===== src/common/slk_pkg.sv =====
// Purpose: constants, types and helpers shared by the sector lock/protect readout block
// Assumes: 20 MHz system clock, 24-bit serial address, binary 256-byte pages
// Notes: program time figure is a plain default; override through the top parameter
package slk_pkg;

  // ==================================================================
  // opcodes
  localparam logic [7:0] OP_PROT_READ = 8'h32;
  localparam logic [7:0] OP_LOCK_READ = 8'h35;
  localparam logic [7:0] OP_LOCK_B0 = 8'h3D;
  localparam logic [7:0] OP_LOCK_B1 = 8'h2A;
  localparam logic [7:0] OP_LOCK_B2 = 8'h7F;
  localparam logic [7:0] OP_LOCK_B3 = 8'h30;

  // ==================================================================
  // frame layout (byte index within a frame)
  localparam logic [2:0] IDX_DUMMY_LAST = 3'h3;
  localparam logic [2:0] IDX_ADDR_LAST = 3'h6;
  localparam int TABLE_BYTES = 16;
  localparam int FIFO_DEPTH = 4;

  // ==================================================================
  // table layout and values
  localparam logic [4:0] PROT_BASE = 5'h00;
  localparam logic [4:0] LOCK_BASE = 5'h10;
  localparam logic [7:0] BYTE_LOCKED = 8'hFF;
  localparam logic [7:0] PROT_RESET = 8'h00;
  localparam logic [7:0] LOCK_RESET = 8'h00;
  localparam int SECTOR_MSB = 19;
  localparam int SECTOR_LSB = 16;
  localparam int ZERO_LOW_MSB = 15;
  localparam int ZERO_LOW_LSB = 11;
  localparam int FLAG_ZERO_HIGH = 16;

  // ==================================================================
  // timing
  localparam longint CLK_FREQ_HZ = 20_000_000;
  localparam longint PROGRAM_TIME_US = 4000;
  localparam int PROGRAM_CYCLES = int'((PROGRAM_TIME_US * CLK_FREQ_HZ) / 1_000_000);

  typedef enum logic [2:0] {
    SLK_IDLE   = 3'b000,
    SLK_SHIFT  = 3'b001,
    SLK_ARM    = 3'b011,
    SLK_BUSY   = 3'b010,
    SLK_OUT    = 3'b101,
    SLK_IGNORE = 3'b100
  } slk_state_t;

  // one flag per lockable part: 0 = low pages of sector 0, 1..15 sectors, 16 = rest of sector 0
  function automatic logic [16:0] slk_lock_mask(input logic [23:0] addr);
    logic [3:0] sec;
    sec = addr[SECTOR_MSB:SECTOR_LSB];
    slk_lock_mask = 17'h00000;
    if (sec != 4'h0)
      slk_lock_mask[sec] = 1'b1;
    else if (addr[ZERO_LOW_MSB:ZERO_LOW_LSB] == 5'h00)
      slk_lock_mask[0] = 1'b1;
    else
      slk_lock_mask[FLAG_ZERO_HIGH] = 1'b1;
  endfunction

  function automatic logic [7:0] slk_lock_byte(input logic [16:0] flags, input logic [3:0] sec);
    if (sec == 4'h0)
      slk_lock_byte = {{2{flags[0]}}, {2{flags[FLAG_ZERO_HIGH]}}, 4'h0};
    else
      slk_lock_byte = {8{flags[sec]}};
  endfunction

endpackage


===== src/common/slk_stream_if.sv =====
// Purpose: valid/ready byte stream between the block's own modules
// Assumes: single clock domain
// Notes: a word moves on a cycle where valid and ready are both high
`timescale 1ns/1ps
interface slk_stream_if #(parameter int W = 8);
  logic [W-1:0] data;
  logic valid;
  logic ready;
  modport src (output data, output valid, input ready);
  modport snk (input data, input valid, output ready);
endinterface


===== src/verilog/slk_fifo.sv =====
// Purpose: small synchronous FIFO between table fetch and serial output
// Assumes: one clock, synchronous active-low reset
// Notes: flush empties it in one cycle and wins over push and pop
`timescale 1ns/1ps
module slk_fifo #(
  parameter int W = 8,
  parameter int DEPTH = 4
) (
  // clock and reset
  input wire logic clk_sys_i,
  input wire logic resetn_i,
  input wire logic flush_i,
  // streams
  slk_stream_if.snk in_if,
  slk_stream_if.src out_if
);
  localparam int AW = $clog2(DEPTH);

  logic [W-1:0] mem_q [DEPTH];
  logic [AW:0] wr_q;
  logic [AW:0] rd_q;
  logic full;
  logic empty;
  logic push;
  logic pop;

  assign full = (wr_q[AW] != rd_q[AW]) && (wr_q[AW-1:0] == rd_q[AW-1:0]);
  assign empty = (wr_q == rd_q);
  assign in_if.ready = !full;
  assign out_if.valid = !empty;
  assign out_if.data = mem_q[rd_q[AW-1:0]];
  assign push = in_if.valid && !full;
  assign pop = out_if.ready && !empty;

  always_ff @(posedge clk_sys_i)
  begin
    if (!resetn_i || flush_i)
    begin
      wr_q <= '0;
      rd_q <= '0;
    end
    else
    begin
      if (push)
        wr_q <= wr_q + 1'b1;
      if (pop)
        rd_q <= rd_q + 1'b1;
    end
  end

  always_ff @(posedge clk_sys_i)
  begin
    if (push)
      mem_q[wr_q[AW-1:0]] <= in_if.data;
  end
endmodule


===== src/verilog/slk_table_mem.sv =====
// Purpose: holds the protection table and the lock table, one byte per sector each
// Assumes: low half protection table, high half lock table
// Notes: read data come from a register one cycle after the read strobe
`timescale 1ns/1ps
module slk_table_mem
  import slk_pkg::*;
#(
  parameter int DEPTH = 32
) (
  // clock and reset
  input wire logic clk_sys_i,
  input wire logic resetn_i,
  // read port
  input wire logic rd_en_i,
  input wire logic [4:0] rd_addr_i,
  output logic [7:0] rd_data_o,
  // write port
  input wire logic wr_en_i,
  input wire logic [4:0] wr_addr_i,
  input wire logic [7:0] wr_data_i
);
  logic [7:0] mem_q [DEPTH];

  // reset stands for the factory-fresh contents of both tables
  always_ff @(posedge clk_sys_i)
  begin
    if (!resetn_i)
    begin
      for (int i = 0; i < DEPTH; i++)
        mem_q[i] <= (i < int'(LOCK_BASE)) ? PROT_RESET : LOCK_RESET;
    end
    else if (wr_en_i)
      mem_q[wr_addr_i] <= wr_data_i;
  end

  always_ff @(posedge clk_sys_i)
  begin
    if (!resetn_i)
      rd_data_o <= 8'h00;
    else if (rd_en_i)
      rd_data_o <= mem_q[rd_addr_i];
  end
endmodule


===== src/verilog/slk_top.sv =====
// Purpose: serial command front end for protection-table read, sector lock and lock-table read
// Assumes: serial pins come from outside the clock domain; mode 0/3 style framing
// Notes: lock is self-timed; the busy output mirrors the status busy bit
// Operation
// - a command starts only after select goes low, then opcode bytes follow
// - after dummies, sixteen protection bytes shift out, sector 0 first
// - clocks beyond the sixteenth protection byte give undefined output; here zero bits shift out
// - select high aborts the protection read and floats serial output
// - three address bytes follow; device resolves them to a sector
// - lock starts only when select rises after the last address bit
// - status shows busy while the lock runs, at most program time
// - locked sectors refuse erase and program and never unlock; here resetn_i clears every lock
// - lock table has one byte per sector; FFH locked, 00H unlocked
// - sector 0 byte uses bits 7:6 and 5:4, low nibble zero
// - after dummies, sixteen lock bytes shift out, sector 0 first
// - clocks beyond the last lock byte give undefined output; here zero bits shift out
// - select high ends the lock-table read and floats serial output
// - protection bytes FFH protected, 00H unprotected, others undefined
`timescale 1ns/1ps
module slk_top
  import slk_pkg::*;
#(
  parameter int PROG_CYCLES = PROGRAM_CYCLES
) (
  // clock and reset
  input wire logic clk_sys_i,
  input wire logic resetn_i,
  // serial pins
  input wire logic sel_n_i,
  input wire logic sclk_i,
  input wire logic sdi_i,
  output logic sdo_o,
  output logic sdo_oe_o,
  // status
  output logic busy_o,
  // erase/program guard for the array logic
  input wire logic modify_req_i,
  input wire logic [23:0] modify_addr_i,
  output logic modify_refuse_o
);
  localparam int PIN_SEL = 0;
  localparam int PIN_CLK = 1;
  localparam int PIN_DAT = 2;
  localparam int BW = $clog2(PROG_CYCLES + 1);

  // ==================================================================
  // pin synchronisers
  logic [2:0] sync1_q;
  logic [2:0] sync2_q;
  logic [2:0] sync3_q;
  logic [2:0] filt_q;
  logic [2:0] filt_prev_q;

  always_ff @(posedge clk_sys_i)
  begin
    if (!resetn_i)
    begin
      sync1_q <= 3'h1;
      sync2_q <= 3'h1;
      sync3_q <= 3'h1;
    end
    else
    begin
      sync1_q <= {sdi_i, sclk_i, sel_n_i};
      sync2_q <= sync1_q;
      sync3_q <= sync2_q;
    end
  end

  // a level counts only once the second and third stage agree
  always_ff @(posedge clk_sys_i)
  begin
    if (!resetn_i)
    begin
      filt_q <= 3'h1;
      filt_prev_q <= 3'h1;
    end
    else
    begin
      for (int i = 0; i < 3; i++)
        if (sync2_q[i] == sync3_q[i])
          filt_q[i] <= sync3_q[i];
      filt_prev_q <= filt_q;
    end
  end

  logic sel_fall;
  logic sel_rise;
  logic clk_rise;
  logic clk_fall;
  logic sel_active;

  assign sel_fall = filt_prev_q[PIN_SEL] && !filt_q[PIN_SEL];
  assign sel_rise = !filt_prev_q[PIN_SEL] && filt_q[PIN_SEL];
  assign sel_active = !filt_q[PIN_SEL];
  assign clk_rise = !filt_prev_q[PIN_CLK] && filt_q[PIN_CLK] && sel_active;
  assign clk_fall = filt_prev_q[PIN_CLK] && !filt_q[PIN_CLK] && sel_active;

  // ==================================================================
  // receive shifter
  slk_state_t state_q;
  logic [6:0] rx_sr_q;
  logic [2:0] rx_bit_q;
  logic [2:0] rx_idx_q;
  logic [7:0] rx_byte;
  logic byte_done;
  logic receiving;

  assign receiving = (state_q == SLK_SHIFT);
  assign rx_byte = {rx_sr_q, filt_q[PIN_DAT]};
  assign byte_done = receiving && clk_rise && (rx_bit_q == 3'h7);

  always_ff @(posedge clk_sys_i)
  begin
    if (!resetn_i || sel_fall)
    begin
      rx_sr_q <= 7'h00;
      rx_bit_q <= 3'h0;
      rx_idx_q <= 3'h0;
    end
    else if (receiving && clk_rise)
    begin
      rx_sr_q <= rx_byte[6:0];
      rx_bit_q <= rx_bit_q + 3'h1;
      if (rx_bit_q == 3'h7)
        rx_idx_q <= rx_idx_q + 3'h1;
    end
  end

  // ==================================================================
  // command decode and sequencing
  logic lock_mode_q;
  logic [4:0] rd_base_q;
  logic [23:0] addr_q;
  logic [BW-1:0] busy_cnt_q;
  logic lock_go;
  logic lock_seq_ok;

  always_comb
  begin
    unique case (rx_idx_q)
      3'h1: lock_seq_ok = (rx_byte == OP_LOCK_B1);
      3'h2: lock_seq_ok = (rx_byte == OP_LOCK_B2);
      3'h3: lock_seq_ok = (rx_byte == OP_LOCK_B3);
      default: lock_seq_ok = 1'b1;
    endcase
  end

  assign lock_go = (state_q == SLK_ARM) && sel_rise;

  always_ff @(posedge clk_sys_i)
  begin
    if (!resetn_i)
    begin
      state_q <= SLK_IDLE;
      lock_mode_q <= 1'b0;
      rd_base_q <= PROT_BASE;
    end
    else
    begin
      unique case (state_q)
        SLK_IDLE:
          if (sel_fall)
            state_q <= SLK_SHIFT;
        SLK_SHIFT:
          if (sel_rise)
            state_q <= SLK_IDLE;
          else if (byte_done)
          begin
            if (rx_idx_q == 3'h0)
            begin
              lock_mode_q <= (rx_byte == OP_LOCK_B0);
              rd_base_q <= (rx_byte == OP_LOCK_READ) ? LOCK_BASE : PROT_BASE;
              if (rx_byte != OP_PROT_READ && rx_byte != OP_LOCK_READ && rx_byte != OP_LOCK_B0)
                state_q <= SLK_IGNORE;
            end
            else if (lock_mode_q)
            begin
              if (!lock_seq_ok)
                state_q <= SLK_IGNORE;
              else if (rx_idx_q == IDX_ADDR_LAST)
                state_q <= SLK_ARM;
            end
            else if (rx_idx_q == IDX_DUMMY_LAST)
              state_q <= SLK_OUT;
          end
        SLK_ARM:
          if (lock_go)
            state_q <= SLK_BUSY;
          else if (clk_rise)
            state_q <= SLK_IGNORE;
        SLK_BUSY:
          if (busy_cnt_q == '0)
            state_q <= sel_active ? SLK_IGNORE : SLK_IDLE;
        SLK_OUT:
          if (sel_rise)
            state_q <= SLK_IDLE;
        SLK_IGNORE:
          if (sel_rise)
            state_q <= SLK_IDLE;
        default:
          state_q <= SLK_IDLE;
      endcase
    end
  end

  // address bytes, msb first
  always_ff @(posedge clk_sys_i)
  begin
    if (!resetn_i)
      addr_q <= 24'h000000;
    else if (byte_done && lock_mode_q && rx_idx_q > IDX_DUMMY_LAST)
      addr_q <= {addr_q[15:0], rx_byte};
  end

  // ==================================================================
  // self-timed lock and lock state
  logic [16:0] lock_flags_q;
  logic [16:0] lock_flags_d;
  logic [3:0] lock_sec;

  assign lock_sec = addr_q[SECTOR_MSB:SECTOR_LSB];
  assign lock_flags_d = lock_flags_q | slk_lock_mask(addr_q);

  // flags only ever gain bits
  always_ff @(posedge clk_sys_i)
  begin
    if (!resetn_i)
      lock_flags_q <= 17'h00000;
    else if (lock_go)
      lock_flags_q <= lock_flags_d;
  end

  always_ff @(posedge clk_sys_i)
  begin
    if (!resetn_i)
    begin
      busy_cnt_q <= '0;
      busy_o <= 1'b0;
    end
    else if (lock_go)
    begin
      busy_cnt_q <= BW'(PROG_CYCLES - 1);
      busy_o <= 1'b1;
    end
    else if (state_q == SLK_BUSY)
    begin
      if (busy_cnt_q == '0)
        busy_o <= 1'b0;
      else
        busy_cnt_q <= busy_cnt_q - 1'b1;
    end
  end

  always_ff @(posedge clk_sys_i)
  begin
    if (!resetn_i)
      modify_refuse_o <= 1'b0;
    else
      modify_refuse_o <= modify_req_i && ((slk_lock_mask(modify_addr_i) & lock_flags_q) != 17'h00000);
  end

  // ==================================================================
  // table memory and prefetch into the FIFO
  logic fetch_en_q;
  logic fetch_pend_q;
  logic [4:0] fetch_cnt_q;
  logic fetch_issue;
  logic flush;
  logic [7:0] mem_rdata;

  slk_stream_if #(.W(8)) fill_if ();
  slk_stream_if #(.W(8)) drain_if ();

  assign flush = sel_rise || (state_q == SLK_IDLE);
  assign fetch_issue = fetch_en_q && !fetch_pend_q && (fetch_cnt_q < 5'(TABLE_BYTES)) && fill_if.ready;
  assign fill_if.valid = fetch_pend_q && fetch_en_q;
  assign fill_if.data = mem_rdata;

  always_ff @(posedge clk_sys_i)
  begin
    if (!resetn_i || flush)
    begin
      fetch_en_q <= 1'b0;
      fetch_pend_q <= 1'b0;
      fetch_cnt_q <= 5'h00;
    end
    else
    begin
      if (byte_done && rx_idx_q == 3'h0 && (rx_byte == OP_PROT_READ || rx_byte == OP_LOCK_READ))
        fetch_en_q <= 1'b1;
      fetch_pend_q <= fetch_issue;
      if (fetch_issue)
        fetch_cnt_q <= fetch_cnt_q + 5'h01;
    end
  end

  slk_table_mem #(
    .DEPTH(32)
  ) u_mem (
    .clk_sys_i(clk_sys_i),
    .resetn_i(resetn_i),
    .rd_en_i(fetch_issue),
    .rd_addr_i(rd_base_q + fetch_cnt_q),
    .rd_data_o(mem_rdata),
    .wr_en_i(lock_go),
    .wr_addr_i(LOCK_BASE + {1'b0, lock_sec}),
    .wr_data_i(slk_lock_byte(lock_flags_d, lock_sec))
  );

  slk_fifo #(
    .W(8),
    .DEPTH(FIFO_DEPTH)
  ) u_fifo (
    .clk_sys_i(clk_sys_i),
    .resetn_i(resetn_i),
    .flush_i(flush),
    .in_if(fill_if),
    .out_if(drain_if)
  );

  // ==================================================================
  // output serialiser
  logic [6:0] tx_sr_q;
  logic [2:0] tx_bit_q;
  logic [4:0] tx_cnt_q;
  logic tx_load;
  logic tx_have;

  assign tx_load = (state_q == SLK_OUT) && clk_fall && (tx_bit_q == 3'h0);
  assign tx_have = (tx_cnt_q < 5'(TABLE_BYTES)) && drain_if.valid;
  assign drain_if.ready = tx_load && (tx_cnt_q < 5'(TABLE_BYTES));

  always_ff @(posedge clk_sys_i)
  begin
    if (!resetn_i || state_q != SLK_OUT)
    begin
      tx_sr_q <= 7'h00;
      tx_bit_q <= 3'h0;
      tx_cnt_q <= 5'h00;
    end
    else if (clk_fall)
    begin
      tx_bit_q <= tx_bit_q + 3'h1;
      if (tx_load)
      begin
        tx_sr_q <= tx_have ? drain_if.data[6:0] : 7'h00;
        if (tx_cnt_q < 5'(TABLE_BYTES))
          tx_cnt_q <= tx_cnt_q + 5'h01;
      end
      else
        tx_sr_q <= {tx_sr_q[5:0], 1'b0};
    end
  end

  always_ff @(posedge clk_sys_i)
  begin
    if (!resetn_i || sel_rise || state_q != SLK_OUT)
    begin
      sdo_o <= 1'b0;
      sdo_oe_o <= 1'b0;
    end
    else
    begin
      sdo_oe_o <= 1'b1;
      if (tx_load)
        sdo_o <= tx_have ? drain_if.data[7] : 1'b0;
      else if (clk_fall)
        sdo_o <= tx_sr_q[6];
    end
  end

endmodule


===== config.mk =====
export PLATFORM = sky130hd
export DESIGN_NAME = slk_top
export DESIGN_NICKNAME = d
export VERILOG_FILES = /design/src/common/slk_pkg.sv /design/src/common/slk_stream_if.sv /design/src/verilog/slk_fifo.sv /design/src/verilog/slk_table_mem.sv /design/src/verilog/slk_top.sv
export SDC_FILE = /design/constraint.sdc
export NUM_CORES = 1
export LEC_CHECK = 0
export ABC_AREA = 1
export BUFFER_PORTS_ARGS = -buffer_cell sky130_fd_sc_hd__buf_2
export CORE_MARGIN = 2
export CORE_UTILIZATION = 63
export CTS_CLUSTER_SIZE = 8
export DETAILED_ROUTE_END_ITERATION = 10
export PLACE_DENSITY = 0.81
export SETUP_SLACK_MARGIN = 0.2
export SLEW_MARGIN = 5
export SYNTH_ARGS = -nofsm -noshare
export SYNTH_HDL_FRONTEND = slang
export SYNTH_SLANG_ARGS = --single-unit

===== constraint.sdc =====
create_clock -name clk_sys_i -period 5.6 [get_ports clk_sys_i]
set_clock_uncertainty 0.05 [all_clocks]
set_input_delay 0.84 -clock clk_sys_i [delete_from_list [all_inputs] [get_ports clk_sys_i]]
set_output_delay 0.84 -clock clk_sys_i [all_outputs]
set_load 0.02 [all_outputs]

==> results.json <==
{
  "ir_drop_mv": 0.2601,
  "drt_first_pass_iters": 5,
  "drt_iter0_markers": 507,
  "worstHoldPathCells": 2,
  "timing_max_transition_violations_final": 0,
  "area_of_the_multi_input_gates_sq_mm": 0.003137,
  "worstMarginPinSlew_ps": 921.8,
  "global_route.overflow_total": 0,
  "viasPerCell": 5.462,
  "dp_hpwl_um": 9804,
  "setup.reg_to_reg.worst_slack_ps": 2810,
  "startpoint_type": "flip-flop",
  "tritoncts_num_sinks": 183,
  "final_hold_viol_count": 0,
  "register_area_sq_mm": 0.004264,
  "route.detailed.drc": 0,
  "htreeDepth": 4,
  "most_common_cell_in_the_netlist": "nor2_1",
  "syn_avg_cell_area_sq_um": 8.314,
  "setup_total_negative_slack_ps": 0,
  "aggregate_global_route_resource_usage_pct": 23.78,
  "critPathSlowestCell": "nand3_1",
  "antenna_violating_nets_left": 0,
  "die_width_um": 116.6,
  "cap_viol_max_count": 0,
  "critical_path_cell_list": "inv_2 -> nor2_2 -> inv_2 -> nor2_4 -> inv_2 -> nor2_4 -> nand3_1 -> o21ai_1",
  "synth-async-reset-ratio_pct": 0,
  "synth.top_cells.by_area": "dfxtp_1 (31%), edfxtp_1 (23%), nor2_1 (7.3%)",
  "worst_ep_arrival_time_ps": 2830,
  "rsz0062_at_grt": "no",
  "worst-path-buf-inv": 3,
  "cts-resized-gates": 0,
  "busiest_layer": "met2",
  "core_area_sq_mm": 0.01252,
  "tritoncts": "built",
  "design.portCount": 34,
  "p_leak_nw": 3.327,
  "use_met2_pct": 39.30,
  "critical_register_to_register_path_startpoint": "filt_q[0]",
  "synth-edff-count": 60,
  "fp.dieArea_sq_mm": 0.01360,
  "worstHoldEndpoint": "sync2_q[2]",
  "result_of_the_run": "finished, final reports clean",
  "grt_antenna_before_repair": 0,
  "critical_path.max_stage_delay_ps": 580,
  "syn-cell-area_sq_mm": 0.007990,
  "worst-path-stages": 8,
  "port-buffer-count": 18,
  "cts-root-to-sink-buffers": 2,
  "dp_slack_ps": 2735,
  "synth_fp_nets": 1008,
  "min-delay-path-class": "flip-flop to flip-flop",
  "grt_use_met3_pct": 5.034,
  "clock_tree.root_cell": "clkbuf_16",
  "worstHoldStart": "sync1_q[2]",
  "route.final.wire_length_um": 14990,
  "post_route_cells_drive_above_1_share_pct": 7.930,
  "final_period_minus_worst_setup_slack_ps": 2786,
  "diodes": 0,
  "yosys.area.top_type_share_pct": 30.82,
  "critPathKind": "flip-flop to flip-flop",
  "period_share_pct": 49.75,
  "yosys_register_bits": 183,
  "timing.slew.headroom_pct": 38.07,
  "wire_per_inst_um": 13.11,
  "vias_in_the_first_global_route": 5689,
  "grt_first_pass_wirelength_um": 25330,
  "finalSetupViolations": 0,
  "critical_path.reg2reg.endpoint": "u_mem.mem_q[29][3]",
  "number_of_placed_cells_counting_well_taps": 1111,
  "dr_total_vias": 6243,
  "most_frequent_cell_on_critical_path": "inv_2",
  "synth-seq-area-share_pct": 53.37,
  "netlist_top_cells_count": "nor2_1 (156), dfxtp_1 (123), nand2_1 (116)",
  "netlist-cell-type-count": 39,
  "endpoint_kind": "flip-flop",
  "worstSkewPairLatency_ps": 430,
  "cts_setup_buffers": 0,
  "cp.required_ps": 5650,
  "place_congestion": 0.8692,
  "netlist_instances": 961,
  "worst_r2r_path_depth": 8,
  "power_per_cell_area_mw_per_mm2": 306.4,
  "height_of_the_die_um": 116.6,
  "fillers": 989,
  "initial_util_pct": 63.83,
  "synth_warnings": 0,
  "grt_use_met1_pct": 31.33,
  "cts_made_buffers": 17,
  "flow.area_growth_from_synthesis_pct": 9.067,
  "fp-row-count": 41,
  "total_power_mw": 2.670,
  "path_clk_slew_ps": 60,
  "post-synth-top-area-cell": "dfxtp_1",
  "worst_slack_ps": 2814,
  "crit_family": "simple AND/OR/NAND/NOR gates",
  "max_freq_mhz": 358.9,
  "final_nets": 1005,
  "grt_max_degree": 62,
  "worstPathMaxFanout": 20,
  "holdBufCountCts": 0,
  "final_cells": 1143,
  "synth_ff_type": "dfxtp_1"
}
[report_power, final]
group | switching (mW) | leakage (nW) | internal [mW] | total, mW
registers | 0.0111 | 1.56 | 1.39 | 1.40
logic | 0.0692 | 1.49 | 0.0322 | 0.101
clock network | 0.510 | 0.281 | 0.658 | 1.17
[metal layers]
layer	vias to the layer above	routed length, um
met5	-	0
met1	2868	6806
met2	140	7254
li1	3216	-
met4	0	228
met3	19	700
[worst min-delay path, stage by stage, from the launching register on]
cell     delay [ps]
dfxtp_1         310
nand2_1          50
inv_1            40
[cells in the final DEF (no fill, tap or decap), types with 8 or more instances in the layout]
| cell type | Yosys | routed |
|---|---|---|
| nor2_1 | 156 | 156 |
| dfxtp_1 | 123 | 123 |
| nand2_1 | 116 | 116 |
| inv_1 | 104 | 104 |
| a21oi_1 | 81 | 81 |
| o21ai_0 | 80 | 80 |
| edfxtp_1 | 60 | 60 |
| nand3_1 | 33 | 33 |
| o21ai_1 | 31 | 31 |
| nor3_1 | 20 | 20 |
| buf_2 | 12 | 18 |
| ha_1 | 17 | 17 |
| clkbuf_16 | 0 | 17 |
| o22ai_1 | 13 | 13 |
| a31oi_1 | 10 | 10 |
| o32ai_1 | 9 | 9 |
| o211ai_1 | 9 | 9 |
| or2_2 | 8 | 8 |
[through the flow]
stage | hold slack (ps) | cell area, sq um | utilization, %
after floorplan | 340.5 | 7990 | -
after global placement | 344.6 | 8138 | 65.01
after detailed placement | 359.9 | 8138 | 65.01
after CTS | 377.5 | 8715 | 69.62
after global routing | 393.5 | 8715 | 69.62
final | 375.5 | 8715 | 69.62
[cell families after synthesis]
family / count (synthesis) / synth area share, %
compound gates: 239 / 16.22
xor+xnor: 6 / 0.6578
fa+ha+maj: 17 / 2.662
buf+inv: 153 / 7.376
flops: 183 / 53.37
other cells: 1 / 0.04693
simple gates: 362 / 19.67
[cell type report]
type                    instances  area share, %
clock buffers                  17          4.882
multi-input cells             625          35.99
repair buffers                 20          1.206
inverters                     111          4.781
flip-flops and latches        183          48.93
clock inverters                15          1.737
well taps                     172          2.469
[state kept, by name, summed over array words and instances, names as in the netlist, 2 cells and up, named ones only]
| register | flops |
|---|---|
| u_mem.mem_q | 48 |
| addr_q | 20 |
| busy_cnt_q | 17 |
| lock_flags_q | 17 |
| u_fifo.mem_q | 12 |
| rx_sr_q | 7 |
| tx_sr_q | 7 |
| fetch_cnt_q | 5 |
| tx_cnt_q | 5 |
| filt_q | 3 |
| rx_bit_q | 3 |
| rx_idx_q | 3 |
| state_q | 3 |
| sync1_q | 3 |
| sync2_q | 3 |
| sync3_q | 3 |
| tx_bit_q | 3 |
| u_fifo.rd_q | 3 |
| u_fifo.wr_q | 3 |
| u_mem.rd_data_o | 3 |
| filt_prev_q | 2 |
[worst max path at each step]
stage / to / slack (ps) / from
global route: u_mem.mem_q[29][3] / 2590 / filt_q[0]
floorplan: u_mem.mem_q[26][3] / 3490 / resetn_i
global placement: u_mem.mem_q[30][5] / 2790 / resetn_i
detailed placement: u_mem.mem_q[29][3] / 2730 / resetn_i
finish: u_mem.mem_q[29][3] / 2810 / filt_q[0]
CTS: u_mem.mem_q[29][3] / 2850 / filt_q[0]
No activity file was read; power rests on OpenSTA's default activity.
